**config.mk**
```make
export PLATFORM = sky130hd
export DESIGN_NAME = safety_fault_handler
export DESIGN_NICKNAME = d
export VERILOG_FILES = /design/src/include/fault_pkg.sv /design/src/rtl/detail_mem.sv /design/src/rtl/safety_fault_handler.sv
export SDC_FILE = /design/constraint.sdc
export NUM_CORES = 1
export LEC_CHECK = 0
export BUFFER_PORTS_ARGS = -buffer_cell sky130_fd_sc_hd__buf_2
export CAP_MARGIN = 25
export CORE_ASPECT_RATIO = 1.5
export CORE_MARGIN = 2
export CORE_UTILIZATION = 59
export DETAILED_ROUTE_END_ITERATION = 6
export GPL_TIMING_DRIVEN = 0
export PLACE_DENSITY = 0.75
export SETUP_SLACK_MARGIN = 0.5
export SLEW_MARGIN = 20
export SYNTH_ARGS = -nofsm -noshare
export SYNTH_HDL_FRONTEND = slang
export SYNTH_HIERARCHICAL = 1
export SYNTH_SLANG_ARGS = --single-unit
```
**constraint.sdc**
```tcl
create_clock -name CLK -period 3.4 [get_ports CLK]
set_clock_uncertainty 0.1 [all_clocks]
set_input_delay 0.51 -clock CLK [delete_from_list [all_inputs] [get_ports CLK]]
set_output_delay 0.51 -clock CLK [all_outputs]
set_load 0.03 [all_outputs]
```
**src/include/fault_pkg.sv**
```systemverilog
// Shared constants for the safety fault handler.
// Assumes a 100 MHz clock and a plain register port with word indices.
`default_nettype none
package fault_pkg;
  localparam logic [15:0] CODE_NONE = 16'h0000;
  localparam logic [15:0] CODE_SEQ = 16'h5af1;
  localparam logic [15:0] CODE_ADDR = 16'h5af2;
  localparam logic [15:0] CODE_CMP = 16'h5af3;
  localparam logic [15:0] CODE_RTC = 16'h5af4;
  localparam logic [15:0] CODE_DUAL = 16'h5af5;
  localparam logic [15:0] CODE_WDOG = 16'h5af6;
  localparam logic [15:0] CODE_MTIME = 16'h5af7;
  localparam logic [15:0] CODE_RAM = 16'h5af8;
  localparam int NUM_CAUSES = 8;
  localparam logic [3:0] REG_CAUSE = 4'h0;
  localparam logic [3:0] REG_DETAIL_A = 4'h1;
  localparam logic [3:0] REG_DETAIL_B = 4'h2;
  localparam logic [3:0] REG_CTRL = 4'h3;
  localparam logic [3:0] REG_STATUS = 4'h4;
  localparam logic [3:0] REG_OUT_CMD = 4'h5;
  localparam logic [3:0] REG_CH_FAULT = 4'h6;
  localparam logic [3:0] REG_CH_DETAIL = 4'h7;
  localparam logic [3:0] REG_RESTARTS = 4'h8;
  localparam int CTRL_AUTORUN = 0;
  localparam int CTRL_RUN_REQ = 1;
  localparam logic [15:0] CTRL_RESET = 16'h0000;
  localparam longint MEMCHK_LIMIT_HOURS = 8;
  localparam longint CLK_HZ = 100000000;
  localparam longint MEMCHK_LIMIT_CYCLES = MEMCHK_LIMIT_HOURS * 3600 * CLK_HZ;
  localparam int MOD_RESET_CYCLES = 16;
endpackage
`default_nettype wire

```
**src/rtl/detail_mem.sv**
```systemverilog
// Small register file holding per-channel fault detail words.
// Assumes one write and one registered read per cycle on the same clock.
`default_nettype none
module detail_mem #(
  parameter int DEPTH = 8,
  parameter int WIDTH = 16,
  parameter int AW = 3
) (
  input wire logic clk,
  input wire logic we,
  input wire logic [AW-1:0] waddr,
  input wire logic [WIDTH-1:0] wdata,
  input wire logic [AW-1:0] raddr,
  output logic [WIDTH-1:0] rdata
);
  logic [WIDTH-1:0] mem [DEPTH];

  always_ff @(posedge clk) begin
    if (we) begin
      mem[waddr] <= wdata;
    end
  end

  always_ff @(posedge clk) begin
    rdata <= mem[raddr];
  end
endmodule
`default_nettype wire

```
**src/rtl/safety_fault_handler.sv**
```systemverilog
// Fault reaction for a safety controller and one safety I/O module.
// Assumes power-up reset on RST, fault pulses from synchronous logic and
// self-test results supplied by the surrounding diagnostics.
//
// Function
// - Any failed check latches error (during self-test only one present at POST_DONE), outputs safe
// - Codes 5AF1 to 5AF4 for listed causes
// - Codes 5AF5, 5AF6, 5AF8 for listed causes
// - Memory check over eight hours gives 5AF7
// - Two detail words kept beside cause
// - Power-up self-test runs before the controller can stop or run; module reset starts alongside
// - Autorun with persisting fault re-enters error
// - No stored application means no run
// - Faulty channel alone goes safe
// - Channel fault flags and details readable in REG_CH_FAULT and REG_CH_DETAIL
// - Module fault: all safe, reset, self-test
// - Failed self-test repeats reset sequence
// - Passed self-test resumes commanded outputs
// - Hot-swapped module self-tests then runs
`default_nettype none
module safety_fault_handler #(
  parameter int CHANNELS = 8,
  parameter int CW = 3,
  parameter longint MEMCHK_CYCLES = fault_pkg::MEMCHK_LIMIT_CYCLES
) (
  input wire logic CLK,
  input wire logic RST,
  input wire logic [3:0] ADDR,
  input wire logic [15:0] WDATA,
  input wire logic WR,
  input wire logic RD,
  output logic [15:0] RDATA,
  input wire logic [7:0] CPU_FAULT,
  input wire logic [15:0] FAULT_INFO_A,
  input wire logic [15:0] FAULT_INFO_B,
  input wire logic MEMCHK_DONE,
  input wire logic APP_PRESENT,
  input wire logic POST_DONE,
  input wire logic POST_PASS,
  output logic POST_START,
  output logic CPU_RUN,
  output logic CPU_ERROR,
  input wire logic CH_FAULT,
  input wire logic [CW-1:0] CH_FAULT_ID,
  input wire logic [15:0] CH_FAULT_INFO,
  input wire logic MOD_FAULT,
  input wire logic MOD_POST_DONE,
  input wire logic MOD_POST_PASS,
  output logic MOD_POST_START,
  output logic MOD_RESET,
  output logic [CHANNELS-1:0] SAFE_OUT
);
  typedef enum logic [1:0] {CPU_POST, CPU_STOP, CPU_RUNNING, CPU_ERR} cpu_t;
  typedef enum logic [1:0] {MOD_SAFE, MOD_RST, MOD_TEST, MOD_OP} mod_t;

  cpu_t cpu_q;
  mod_t mod_q;
  logic [15:0] cause_q, det_a_q, det_b_q, ctrl_q, out_cmd_q, restarts_q;
  logic [CHANNELS-1:0] ch_bad_q;
  logic [63:0] memchk_cnt_q;
  logic [7:0] rst_cnt_q;
  logic [15:0] cause_d;
  logic memchk_late, cpu_fail;
  logic [15:0] ch_det_rdata;
  logic rd_q;
  logic [3:0] raddr_q;

  // Lowest set bit picks the cause code.
  always_comb begin
    cause_d = fault_pkg::CODE_NONE;
    for (int i = fault_pkg::NUM_CAUSES - 1; i >= 0; i--) begin
      if (CPU_FAULT[i] || (i == 6 && memchk_late)) begin
        cause_d = fault_pkg::CODE_SEQ + 16'(i);
      end
    end
  end

  assign memchk_late = (memchk_cnt_q >= 64'(MEMCHK_CYCLES));
  assign cpu_fail = (CPU_FAULT != 8'h00) || memchk_late;

  always_ff @(posedge CLK) begin
    if (RST || MEMCHK_DONE || cpu_q == CPU_ERR) begin
      memchk_cnt_q <= 64'h0;
    end else begin
      memchk_cnt_q <= memchk_cnt_q + 64'h1;
    end
  end

  always_ff @(posedge CLK) begin
    if (RST) begin
      cpu_q <= CPU_POST;
    end else begin
      unique case (cpu_q)
        CPU_POST: begin
          if (POST_DONE) begin
            if (!POST_PASS || cpu_fail) begin
              cpu_q <= CPU_ERR;
            end else if (APP_PRESENT && ctrl_q[fault_pkg::CTRL_AUTORUN]) begin
              cpu_q <= CPU_RUNNING;
            end else begin
              cpu_q <= CPU_STOP;
            end
          end
        end
        CPU_STOP: begin
          if (cpu_fail) begin
            cpu_q <= CPU_ERR;
          end else if (APP_PRESENT && ctrl_q[fault_pkg::CTRL_RUN_REQ]) begin
            cpu_q <= CPU_RUNNING;
          end
        end
        CPU_RUNNING: begin
          if (cpu_fail) begin
            cpu_q <= CPU_ERR;
          end
        end
        CPU_ERR: cpu_q <= CPU_ERR;
      endcase
    end
  end

  always_ff @(posedge CLK) begin
    if (RST) begin
      cause_q <= fault_pkg::CODE_NONE;
      det_a_q <= 16'h0000;
      det_b_q <= 16'h0000;
    end else if (cpu_q != CPU_ERR && cpu_fail) begin
      cause_q <= cause_d;
      det_a_q <= FAULT_INFO_A;
      det_b_q <= FAULT_INFO_B;
    end
  end

  always_ff @(posedge CLK) begin
    if (RST) begin
      POST_START <= 1'b0;
      CPU_RUN <= 1'b0;
      CPU_ERROR <= 1'b0;
    end else begin
      POST_START <= (cpu_q == CPU_POST);
      CPU_RUN <= (cpu_q == CPU_RUNNING) && !cpu_fail;
      CPU_ERROR <= (cpu_q == CPU_ERR) || cpu_fail;
    end
  end

  always_ff @(posedge CLK) begin
    if (RST) begin
      mod_q <= MOD_RST;
      rst_cnt_q <= 8'h00;
      restarts_q <= 16'h0000;
    end else begin
      unique case (mod_q)
        MOD_SAFE: begin
          mod_q <= MOD_RST;
          rst_cnt_q <= 8'h00;
          restarts_q <= restarts_q + 16'h1;
        end
        MOD_RST: begin
          if (rst_cnt_q == 8'(fault_pkg::MOD_RESET_CYCLES - 1)) begin
            mod_q <= MOD_TEST;
          end else begin
            rst_cnt_q <= rst_cnt_q + 8'h1;
          end
        end
        MOD_TEST: begin
          if (MOD_POST_DONE) begin
            mod_q <= MOD_POST_PASS ? MOD_OP : MOD_SAFE;
          end
        end
        MOD_OP: begin
          if (MOD_FAULT) begin
            mod_q <= MOD_SAFE;
          end
        end
      endcase
    end
  end

  always_ff @(posedge CLK) begin
    if (RST || mod_q == MOD_RST) begin
      ch_bad_q <= '0;
    end else if (CH_FAULT && mod_q == MOD_OP) begin
      ch_bad_q[CH_FAULT_ID] <= 1'b1;
    end
  end

  always_ff @(posedge CLK) begin
    if (RST) begin
      SAFE_OUT <= '0;
      MOD_RESET <= 1'b0;
      MOD_POST_START <= 1'b0;
    end else begin
      MOD_RESET <= (mod_q == MOD_RST);
      MOD_POST_START <= (mod_q == MOD_TEST);
      for (int c = 0; c < CHANNELS; c++) begin
        SAFE_OUT[c] <= out_cmd_q[c] && !ch_bad_q[c] && mod_q == MOD_OP &&
                       !MOD_FAULT && cpu_q != CPU_ERR && !cpu_fail &&
                       !(CH_FAULT && CH_FAULT_ID == CW'(c));
      end
    end
  end

  detail_mem #(.DEPTH(CHANNELS), .WIDTH(16), .AW(CW)) u_detail (
    .clk(CLK),
    .we(CH_FAULT && mod_q == MOD_OP),
    .waddr(CH_FAULT_ID),
    .wdata(CH_FAULT_INFO),
    .raddr(WDATA[CW-1:0]),
    .rdata(ch_det_rdata)
  );

  always_ff @(posedge CLK) begin
    if (RST) begin
      ctrl_q <= fault_pkg::CTRL_RESET;
      out_cmd_q <= 16'h0000;
    end else if (WR) begin
      if (ADDR == fault_pkg::REG_CTRL) begin
        ctrl_q <= WDATA;
      end
      if (ADDR == fault_pkg::REG_OUT_CMD) begin
        out_cmd_q <= WDATA;
      end
    end
  end

  always_ff @(posedge CLK) begin
    if (RST) begin
      rd_q <= 1'b0;
      raddr_q <= 4'h0;
    end else begin
      rd_q <= RD;
      raddr_q <= ADDR;
    end
  end

  // Read data stand only in the cycle after the strobe.
  always_comb begin
    RDATA = 16'h0000;
    if (rd_q) begin
      unique case (raddr_q)
        fault_pkg::REG_CAUSE: RDATA = cause_q;
        fault_pkg::REG_DETAIL_A: RDATA = det_a_q;
        fault_pkg::REG_DETAIL_B: RDATA = det_b_q;
        fault_pkg::REG_CTRL: RDATA = ctrl_q;
        fault_pkg::REG_STATUS: RDATA = {10'h000, mod_q, 2'b00, cpu_q};
        fault_pkg::REG_OUT_CMD: RDATA = out_cmd_q;
        fault_pkg::REG_CH_FAULT: RDATA = 16'(ch_bad_q);
        fault_pkg::REG_CH_DETAIL: RDATA = ch_det_rdata;
        fault_pkg::REG_RESTARTS: RDATA = restarts_q;
        default: RDATA = 16'h0000;
      endcase
    end
  end
endmodule
`default_nettype wire
```
==> impl_metrics.tcl, run 1 <==
set metrics [dict create \
    syn_area_um2 13900 \
    cp.arrival_ns 2.28 \
    worst_slew_pin_slew_ns 0.900 \
    grt_pass1_wl_um 53000 \
    slowest_delay_ns 0.35 \
    hold_viol 0 \
    grt_max_degree 16 \
    dr_total_vias 10255 \
    place_inst 1652 \
    ys_seq_area_share_pct 56.8 \
    synth_nets 1304 \
    vdd_ir_drop_max_mv 0.453 \
    hp-class "primary input to register" \
    synth.avg_cell_area_um2 11.5 \
    r2r_slack_ns 0.51 \
    ioPinCount 120 \
    ys_ff_latch 331 \
    drtAntennaViolNets 0 \
    clockPowerShare_pct 39.9 \
    overflow 0 \
    syn_to_final_growth_pct 17.9 \
    cp_cell_sequence "clkbuf_8 > mux2_2 > a221oi_2 > a21oi_1 > o21ai_1 > a21oi_2 > clkbuf_4" \
    initial_core_util_pct 60.3 \
    p_seq_share_pct 53.0 \
    cp.required_ns 2.79 \
    synthDistinctLibCells 67 \
    grt_pass1_vias 9814 \
    end_kind "output port" \
    holdWs_ns 0.0748 \
    tritoncts "done" \
    min_path_cells 2 \
    clock.fmax_mhz 346 \
    drv_cap 0 \
    syn_inst 1209 \
    layout.cells.non_filler 1723 \
    rsz0062_at_grt "yes" \
    worstRegToRegCells 7 \
    rows 68 \
    synth-async-reset-ratio_pct 0 \
    use_met3_pct 4.15 \
    cts_buffer_depth 3 \
    power_uw 8010 \
    drv_slew 0 \
    synth_ff_type "dfxtp_1" \
    die_area_um2 24800 \
    clkLatencyLatePin_ns 0.55 \
    cts_max_level 1 \
    period_needed_ns 2.89 \
    min_period_over_period_pct 85.0 \
    synth_edf_count 128 \
    drtIter0Drc 748 \
    path_clk_slew_ns 0.06 \
    grt_util_met2_pct 48.6 \
    comb_power_share_pct 7.1 \
    status "completed" \
    busiest_layer "met2" \
    clock-root-buffer "clkbuf_16" \
    grt.total_usage_pct 27.6 \
    fillers 1674 \
    yosys_warnings 6 \
    viasPerCell 5.95 \
    io_buffers 118 \
    dp_hpwl_um 23700 \
    p_sw_uw 1810 \
    drtPass1Iterations 5 \
    gp_congestion 0.945 \
    cp-start-kind "register" \
    max_slew_margin_pct 40.0 \
    p_leak_uw 0.00599 \
    p_int_uw 6200 \
    timing.rr.start "memchk_cnt_q[59]$_SDFF_PP0_" \
    grt_use_met1_pct 33.7 \
    routedWlPerCell_um 19.8 \
    r2r-end "SAFE_OUT[6]$_SDFF_PP0_" \
    hold_end "rd_q$_SDFF_PP0_" \
    switching_share_pct 22.6 \
    clock_sinks 331 \
    die_w_um 129 \
    final_layout_size_suffix_gt1_share_pct 19.3 \
    path_class "register to output port" \
    drc 0 \
    powerDensity_nw_per_um2 489 \
    cp_max_fo 9 \
    wl_um 34200 \
    finalSetupViolCount 0 \
    cp_slowest_cell "mux2_2" \
    cts_inserted_buffers 30 \
    die_y_um 192 \
    antenna_found_initial 2 \
    hold_start "RD" \
    core_um2 23100 \
    fin_nets 1478 \
]
-- power by group through the flow --
stage / Sequential (µW) / Clock [µW] / Combinational (µW)
after CTS: 4240 / 3260 / 546
after global routing: 4250 / 3410 / 614
after global placement: 4330 / 0 / 507
after detailed placement: 4330 / 0 / 519
after floorplan: 4320 / 0 / 311
final: 4250 / 3200 / 568
-- flip-flops by register name (all words and copies together), names as in the netlist, 2 cells and up --
name / count
rst_cnt_q: 8
ch_bad_q: 8
det_a_q: 16
u_detail/mem: 128
det_b_q: 16
out_cmd_q: 16
cause_q: 5
memchk_cnt_q: 64
u_detail/rdata: 16
cpu_q: 2
ctrl_q: 16
restarts_q: 16
SAFE_OUT: 8
mod_q: 2
raddr_q: 4
-- what timing repair did --
action,4_1_cts,5_1_grt
cloned,1,0
hold endpoints to repair,0,0
setup endpoints to repair,17,21
buffers inserted,8,5
hold buffers,0,0
gates resized for setup,63,34
pin swaps,7,6
-- synth_stat cells, types with 5 or more instances --
master / number / area share [%]
a2111oi_0: 6 / 0.38
a21oi_1: 32 / 1.2
a221oi_1: 9 / 0.57
a22oi_1: 36 / 1.9
a31oi_1: 15 / 0.67
and2_1: 9 / 0.40
and3_1: 25 / 1.1
and4_1: 12 / 0.76
buf_1: 12 / 0.32
buf_6: 8 / 0.65
clkbuf_1: 44 / 1.2
dfxtp_1: 203 / 29
edfxtp_1: 128 / 28
inv_1: 20 / 0.54
mux2_2: 19 / 1.5
mux2i_1: 67 / 4.8
mux4_1: 28 / 5.3
mux4_2: 5 / 0.81
nand2_1: 109 / 2.9
nand2b_1: 6 / 0.27
nand3_1: 41 / 1.5
nand4_1: 26 / 1.2
nor2_1: 147 / 4.0
nor2b_1: 14 / 0.63
nor3_1: 21 / 0.76
nor4_1: 12 / 0.54
o21ai_0: 20 / 0.72
or3_1: 11 / 0.49
xnor2_1: 22 / 1.4
xor2_1: 48 / 3.0
-- metal layers --
metal	share of wire, %	up-vias
li1	-	4815
met1	40	4966
met2	50	373
met3	5.7	99
met4	4.1	2
met5	0.035	-
-- worst max path at each step --
stage | start | endpoint | slack (ns) | depth (start not counted)
6_report | raddr_q[0]$_SDFF_PP0_ | RDATA[2] | 0.51 | 7
5_1_grt | memchk_cnt_q[59]$_SDFF_PP0_ | SAFE_OUT[2]$_SDFF_PP0_ | 0.46 | 7
4_1_cts | raddr_q[1]$_SDFF_PP0_ | RDATA[13] | 0.50 | 7
3_5_place_dp | raddr_q[3]$_SDFF_PP0_ | RDATA[13] | 0.04 | 6
3_3_place_gp | mod_q[0]$_SDFFE_PP1P_ | u_detail/mem[0][5]$_DFFE_PP_ | -0.39 | 4
2_1_floorplan | raddr_q[0]$_SDFF_PP0_ | RDATA[11] | 0.52 | 6
-- worst max-delay path, delay by kind of cell, from the launching register on --
family	cells	cell delay [ns]
AOI/OAI and AO/OA	4	0.66
buffers and inverters	2	0.39
muxes	1	0.35
DFF	1	0.33
-- cells in the final DEF (no fill, tap or decap), types with 31 or more instances in the layout --
cell      instances
a21oi_1          31
a22oi_1          35
buf_2           108
clkbuf_1         43
dfxtp_1         202
edfxtp_1        128
mux2i_1          67
nand2_1         107
nand3_1          41
nor2_1          139
xor2_1           48
-- cell type report --
class / instances / area [µm²] / area share, %
Tap cell: 315 / 394 / 2.40
Clock inverter: 12 / 97.6 / 0.595
Multi-Input combinational cell: 790 / 5790 / 35.3
Clock buffer: 44 / 837 / 5.11
Inverter: 22 / 87.6 / 0.534
Buffer: 66 / 400 / 2.44
Sequential cell: 331 / 7910 / 48.3
Antenna cell: 1 / 2.50 / 0.0153
Timing Repair Buffer: 142 / 875 / 5.33
-- through the flow --
step	cell area [µm²]	util, %	worst slack [ns]	setup TNS [ns]
after floorplan	13900	-	0.524	0
after global placement	14900	64.6	-0.391	-13.95
after detailed placement	15100	65.3	0.0400	0
after CTS	16300	70.5	0.501	0
after global routing	16400	71.1	0.459	0
final	16400	71.1	0.509	0
-- kinds of logic (layout without fill, tap and decap cells) --
logic type / Yosys count / after routing / synth area share (%)
other: 0 / 1 / 0
AND/OR/NAND/NOR: 453 / 453 / 15.9
multiplexers: 119 / 119 / 12.5
flip-flops: 331 / 331 / 56.8
AO/OA/AOI/OAI: 144 / 144 / 7.18
buffers and inverters: 88 / 286 / 2.82
adder cells (fa/ha/maj): 4 / 4 / 0.360
XOR/XNOR: 70 / 70 / 4.41
Note: power is estimated with default switching activity, not from simulation.
==> run 2: changes to the inputs <==
--- a/config.mk
+++ b/config.mk
@@ -9,10 +9,10 @@
 export CAP_MARGIN = 25
 export CORE_ASPECT_RATIO = 1.5
 export CORE_MARGIN = 2
-export CORE_UTILIZATION = 59
+export CORE_UTILIZATION = 55
 export DETAILED_ROUTE_END_ITERATION = 6
 export GPL_TIMING_DRIVEN = 0
-export PLACE_DENSITY = 0.75
+export PLACE_DENSITY = 0.7
 export SETUP_SLACK_MARGIN = 0.5
 export SLEW_MARGIN = 20
 export SYNTH_ARGS = -nofsm -noshare
==> impl_metrics.tcl, run 2 (synthesis gave the netlist of run 1 again) <==
set metrics [dict create \
    die_y_um 199 \
    r2r_slack_ns 0.55 \
    period_needed_ns 2.87 \
    p_sw_uw 1920 \
    drc 0 \
    worst_slew_pin_slew_ns 0.881 \
    dr_total_vias 10170 \
    grt_pass1_vias 9869 \
    die_area_um2 26600 \
    cp_max_fo 9 \
    io_buffers 118 \
    cp-start-kind "register" \
    core_um2 25000 \
    cts_inserted_buffers 31 \
    cp_num_buf_inv 3 \
    dp_hpwl_um 24300 \
    gp_congestion 0.925 \
    grt_pass1_wl_um 54000 \
    cpLargestDelayFamily "buffers and inverters" \
    worstRegToRegCells 7 \
    cts_max_level 1 \
    hp-class "primary input to register" \
    fin_nets 1484 \
    p_leak_uw 0.00607 \
    overflow 0 \
    routedWlPerCell_um 20.2 \
    drv_cap 0 \
    top_regs "u_detail/mem: 128 flops, memchk_cnt_q: 64 flops" \
    cp_cell_sequence "buf_8 > nand2b_4 > nor3_4 > clkbuf_8 > a22oi_1 > a41oi_2 > buf_4" \
    tritoncts "done" \
    slowest_delay_ns 0.34 \
    comb_power_share_pct 6.9 \
    p_int_uw 6480 \
    end_kind "output port" \
    wl_um 35300 \
    fillers 1928 \
    hold_viol 0 \
    final_layout_size_suffix_gt1_share_pct 20.8 \
    clock-root-buffer "clkbuf_16" \
    min_period_over_period_pct 84.3 \
    path_class "register to output port" \
    clockPowerShare_pct 42.6 \
    layout_commonest_cell "dfxtp_1" \
    grt.total_usage_pct 26.3 \
    mostFrequentLayoutCells "dfxtp_1, nor2_1, edfxtp_1, nand2_1, buf_2" \
    status "completed" \
    clkLatencyLatePin_ns 0.56 \
    top_register "u_detail/mem" \
    cp.arrival_ns 2.26 \
    initial_core_util_pct 55.7 \
    antenna_found_initial 1 \
    rows 71 \
    die_w_um 134 \
    cp.required_ns 2.79 \
    syn_to_final_growth_pct 19.8 \
    min_path_cells 2 \
    vdd_ir_drop_max_mv 0.410 \
    switching_share_pct 22.9 \
    drtPass1Iterations 5 \
    grt_max_degree 16 \
    ioPinCount 120 \
    layout.cells.non_filler 1743 \
    drtAntennaViolNets 0 \
    finalSetupViolCount 0 \
    holdWs_ns 0.0807 \
    hold_end "rd_q$_SDFF_PP0_" \
    path_clk_slew_ns 0.07 \
    max_slew_margin_pct 41.3 \
    p_seq_share_pct 50.5 \
    hold_buffers 0 \
    cp_slowest_cell "nor3_4" \
    timing.rr.start "memchk_cnt_q[59]$_SDFF_PP0_" \
    viasPerCell 5.83 \
    hold_start "RD" \
    clock.fmax_mhz 349 \
    drv_slew 0 \
    powerDensity_nw_per_um2 504 \
    largest_register_ffs 128 \
    clock_sinks 331 \
    r2r-end "SAFE_OUT[0]$_SDFF_PP0_" \
    rsz0062_at_grt "yes" \
    place_inst 1665 \
    drtIter0Drc 726 \
    cts_buffer_depth 3 \
]
==> run 2: cell count changes in the layout (fill, tap and decap cells not counted), sizes merged <==
cell / delta
inv: +3
buf: +2
clkbuf: -7
bufinv: +4
diode: +1
clkinv: -1
clkinvlp: +5
==> run 2: repair_timing <==
action	CTS	global route
endpoints found under the setup margin	17	17
buffers inserted	12	4
pin swaps	9	5
endpoints found under the hold margin	0	0
gates cloned	3	0
resized for setup	78	36
==> run 2: cell type report <==
type / instances / area, µm² / share of cell area [%]
clock inverters: 23 / 262 / 1.57
inverters: 22 / 90.1 / 0.541
plain buffers: 66 / 404 / 2.43
multi-input cells: 790 / 5860 / 35.1
flip-flops and latches: 331 / 7910 / 47.5
clock buffers: 34 / 787 / 4.72
repair buffers: 147 / 936 / 5.62
well taps: 328 / 410 / 2.46
diodes: 2 / 5.00 / 0.0300
==> run 2: through the flow <==
| stage | area, µm² | setup WS, ns | power, µW | util [%] | TNS (ns) |
|---|---|---|---|---|---|
| finish | 16700 | 0.533 | 8400 | 66.8 | 0 |
| global route | 16700 | 0.473 | 8660 | 66.7 | 0 |
| CTS | 16500 | 0.487 | 8440 | 66.1 | 0 |
| detailed placement | 15100 | -0.102 | 4850 | 60.3 | -0.748 |
| global placement | 14900 | -0.545 | 4840 | 59.8 | -16.21 |
| floorplan | 13900 | 0.524 | 4630 | - | 0 |
==> run 2: power groups by stage <==
stage	sequential (µW)	combinational (µW)	clock, µW
2_1_floorplan	4320	311	0
3_3_place_gp	4330	513	0
3_5_place_dp	4330	526	0
4_1_cts	4240	566	3630
5_1_grt	4250	627	3790
6_report	4250	580	3580
==> run 2: how the worst max path moves through the flow <==
| stage | startpoint | endpoint | slack (ns) | cells after the start |
|---|---|---|---|---|
| 4_1_cts | raddr_q[0]$_SDFF_PP0_ | RDATA[11] | 0.49 | 8 |
| 6_report | raddr_q[0]$_SDFF_PP0_ | RDATA[5] | 0.53 | 7 |
| 5_1_grt | raddr_q[0]$_SDFF_PP0_ | RDATA[15] | 0.47 | 8 |
| 2_1_floorplan | raddr_q[0]$_SDFF_PP0_ | RDATA[11] | 0.52 | 6 |
| 3_3_place_gp | mod_q[0]$_SDFFE_PP1P_ | u_detail/mem[0][9]$_DFFE_PP_ | -0.54 | 4 |
| 3_5_place_dp | raddr_q[3]$_SDFF_PP0_ | RDATA[2] | -0.10 | 6 |
==> run 2: layer usage <==
metal	global-route usage [%]	wire length, µm	up-vias
met5	0	0	-
met4	11.6	1440	0
met2	46.4	17600	352
li1	-	-	4812
met3	3.39	1900	74
met1	32.1	14300	4932
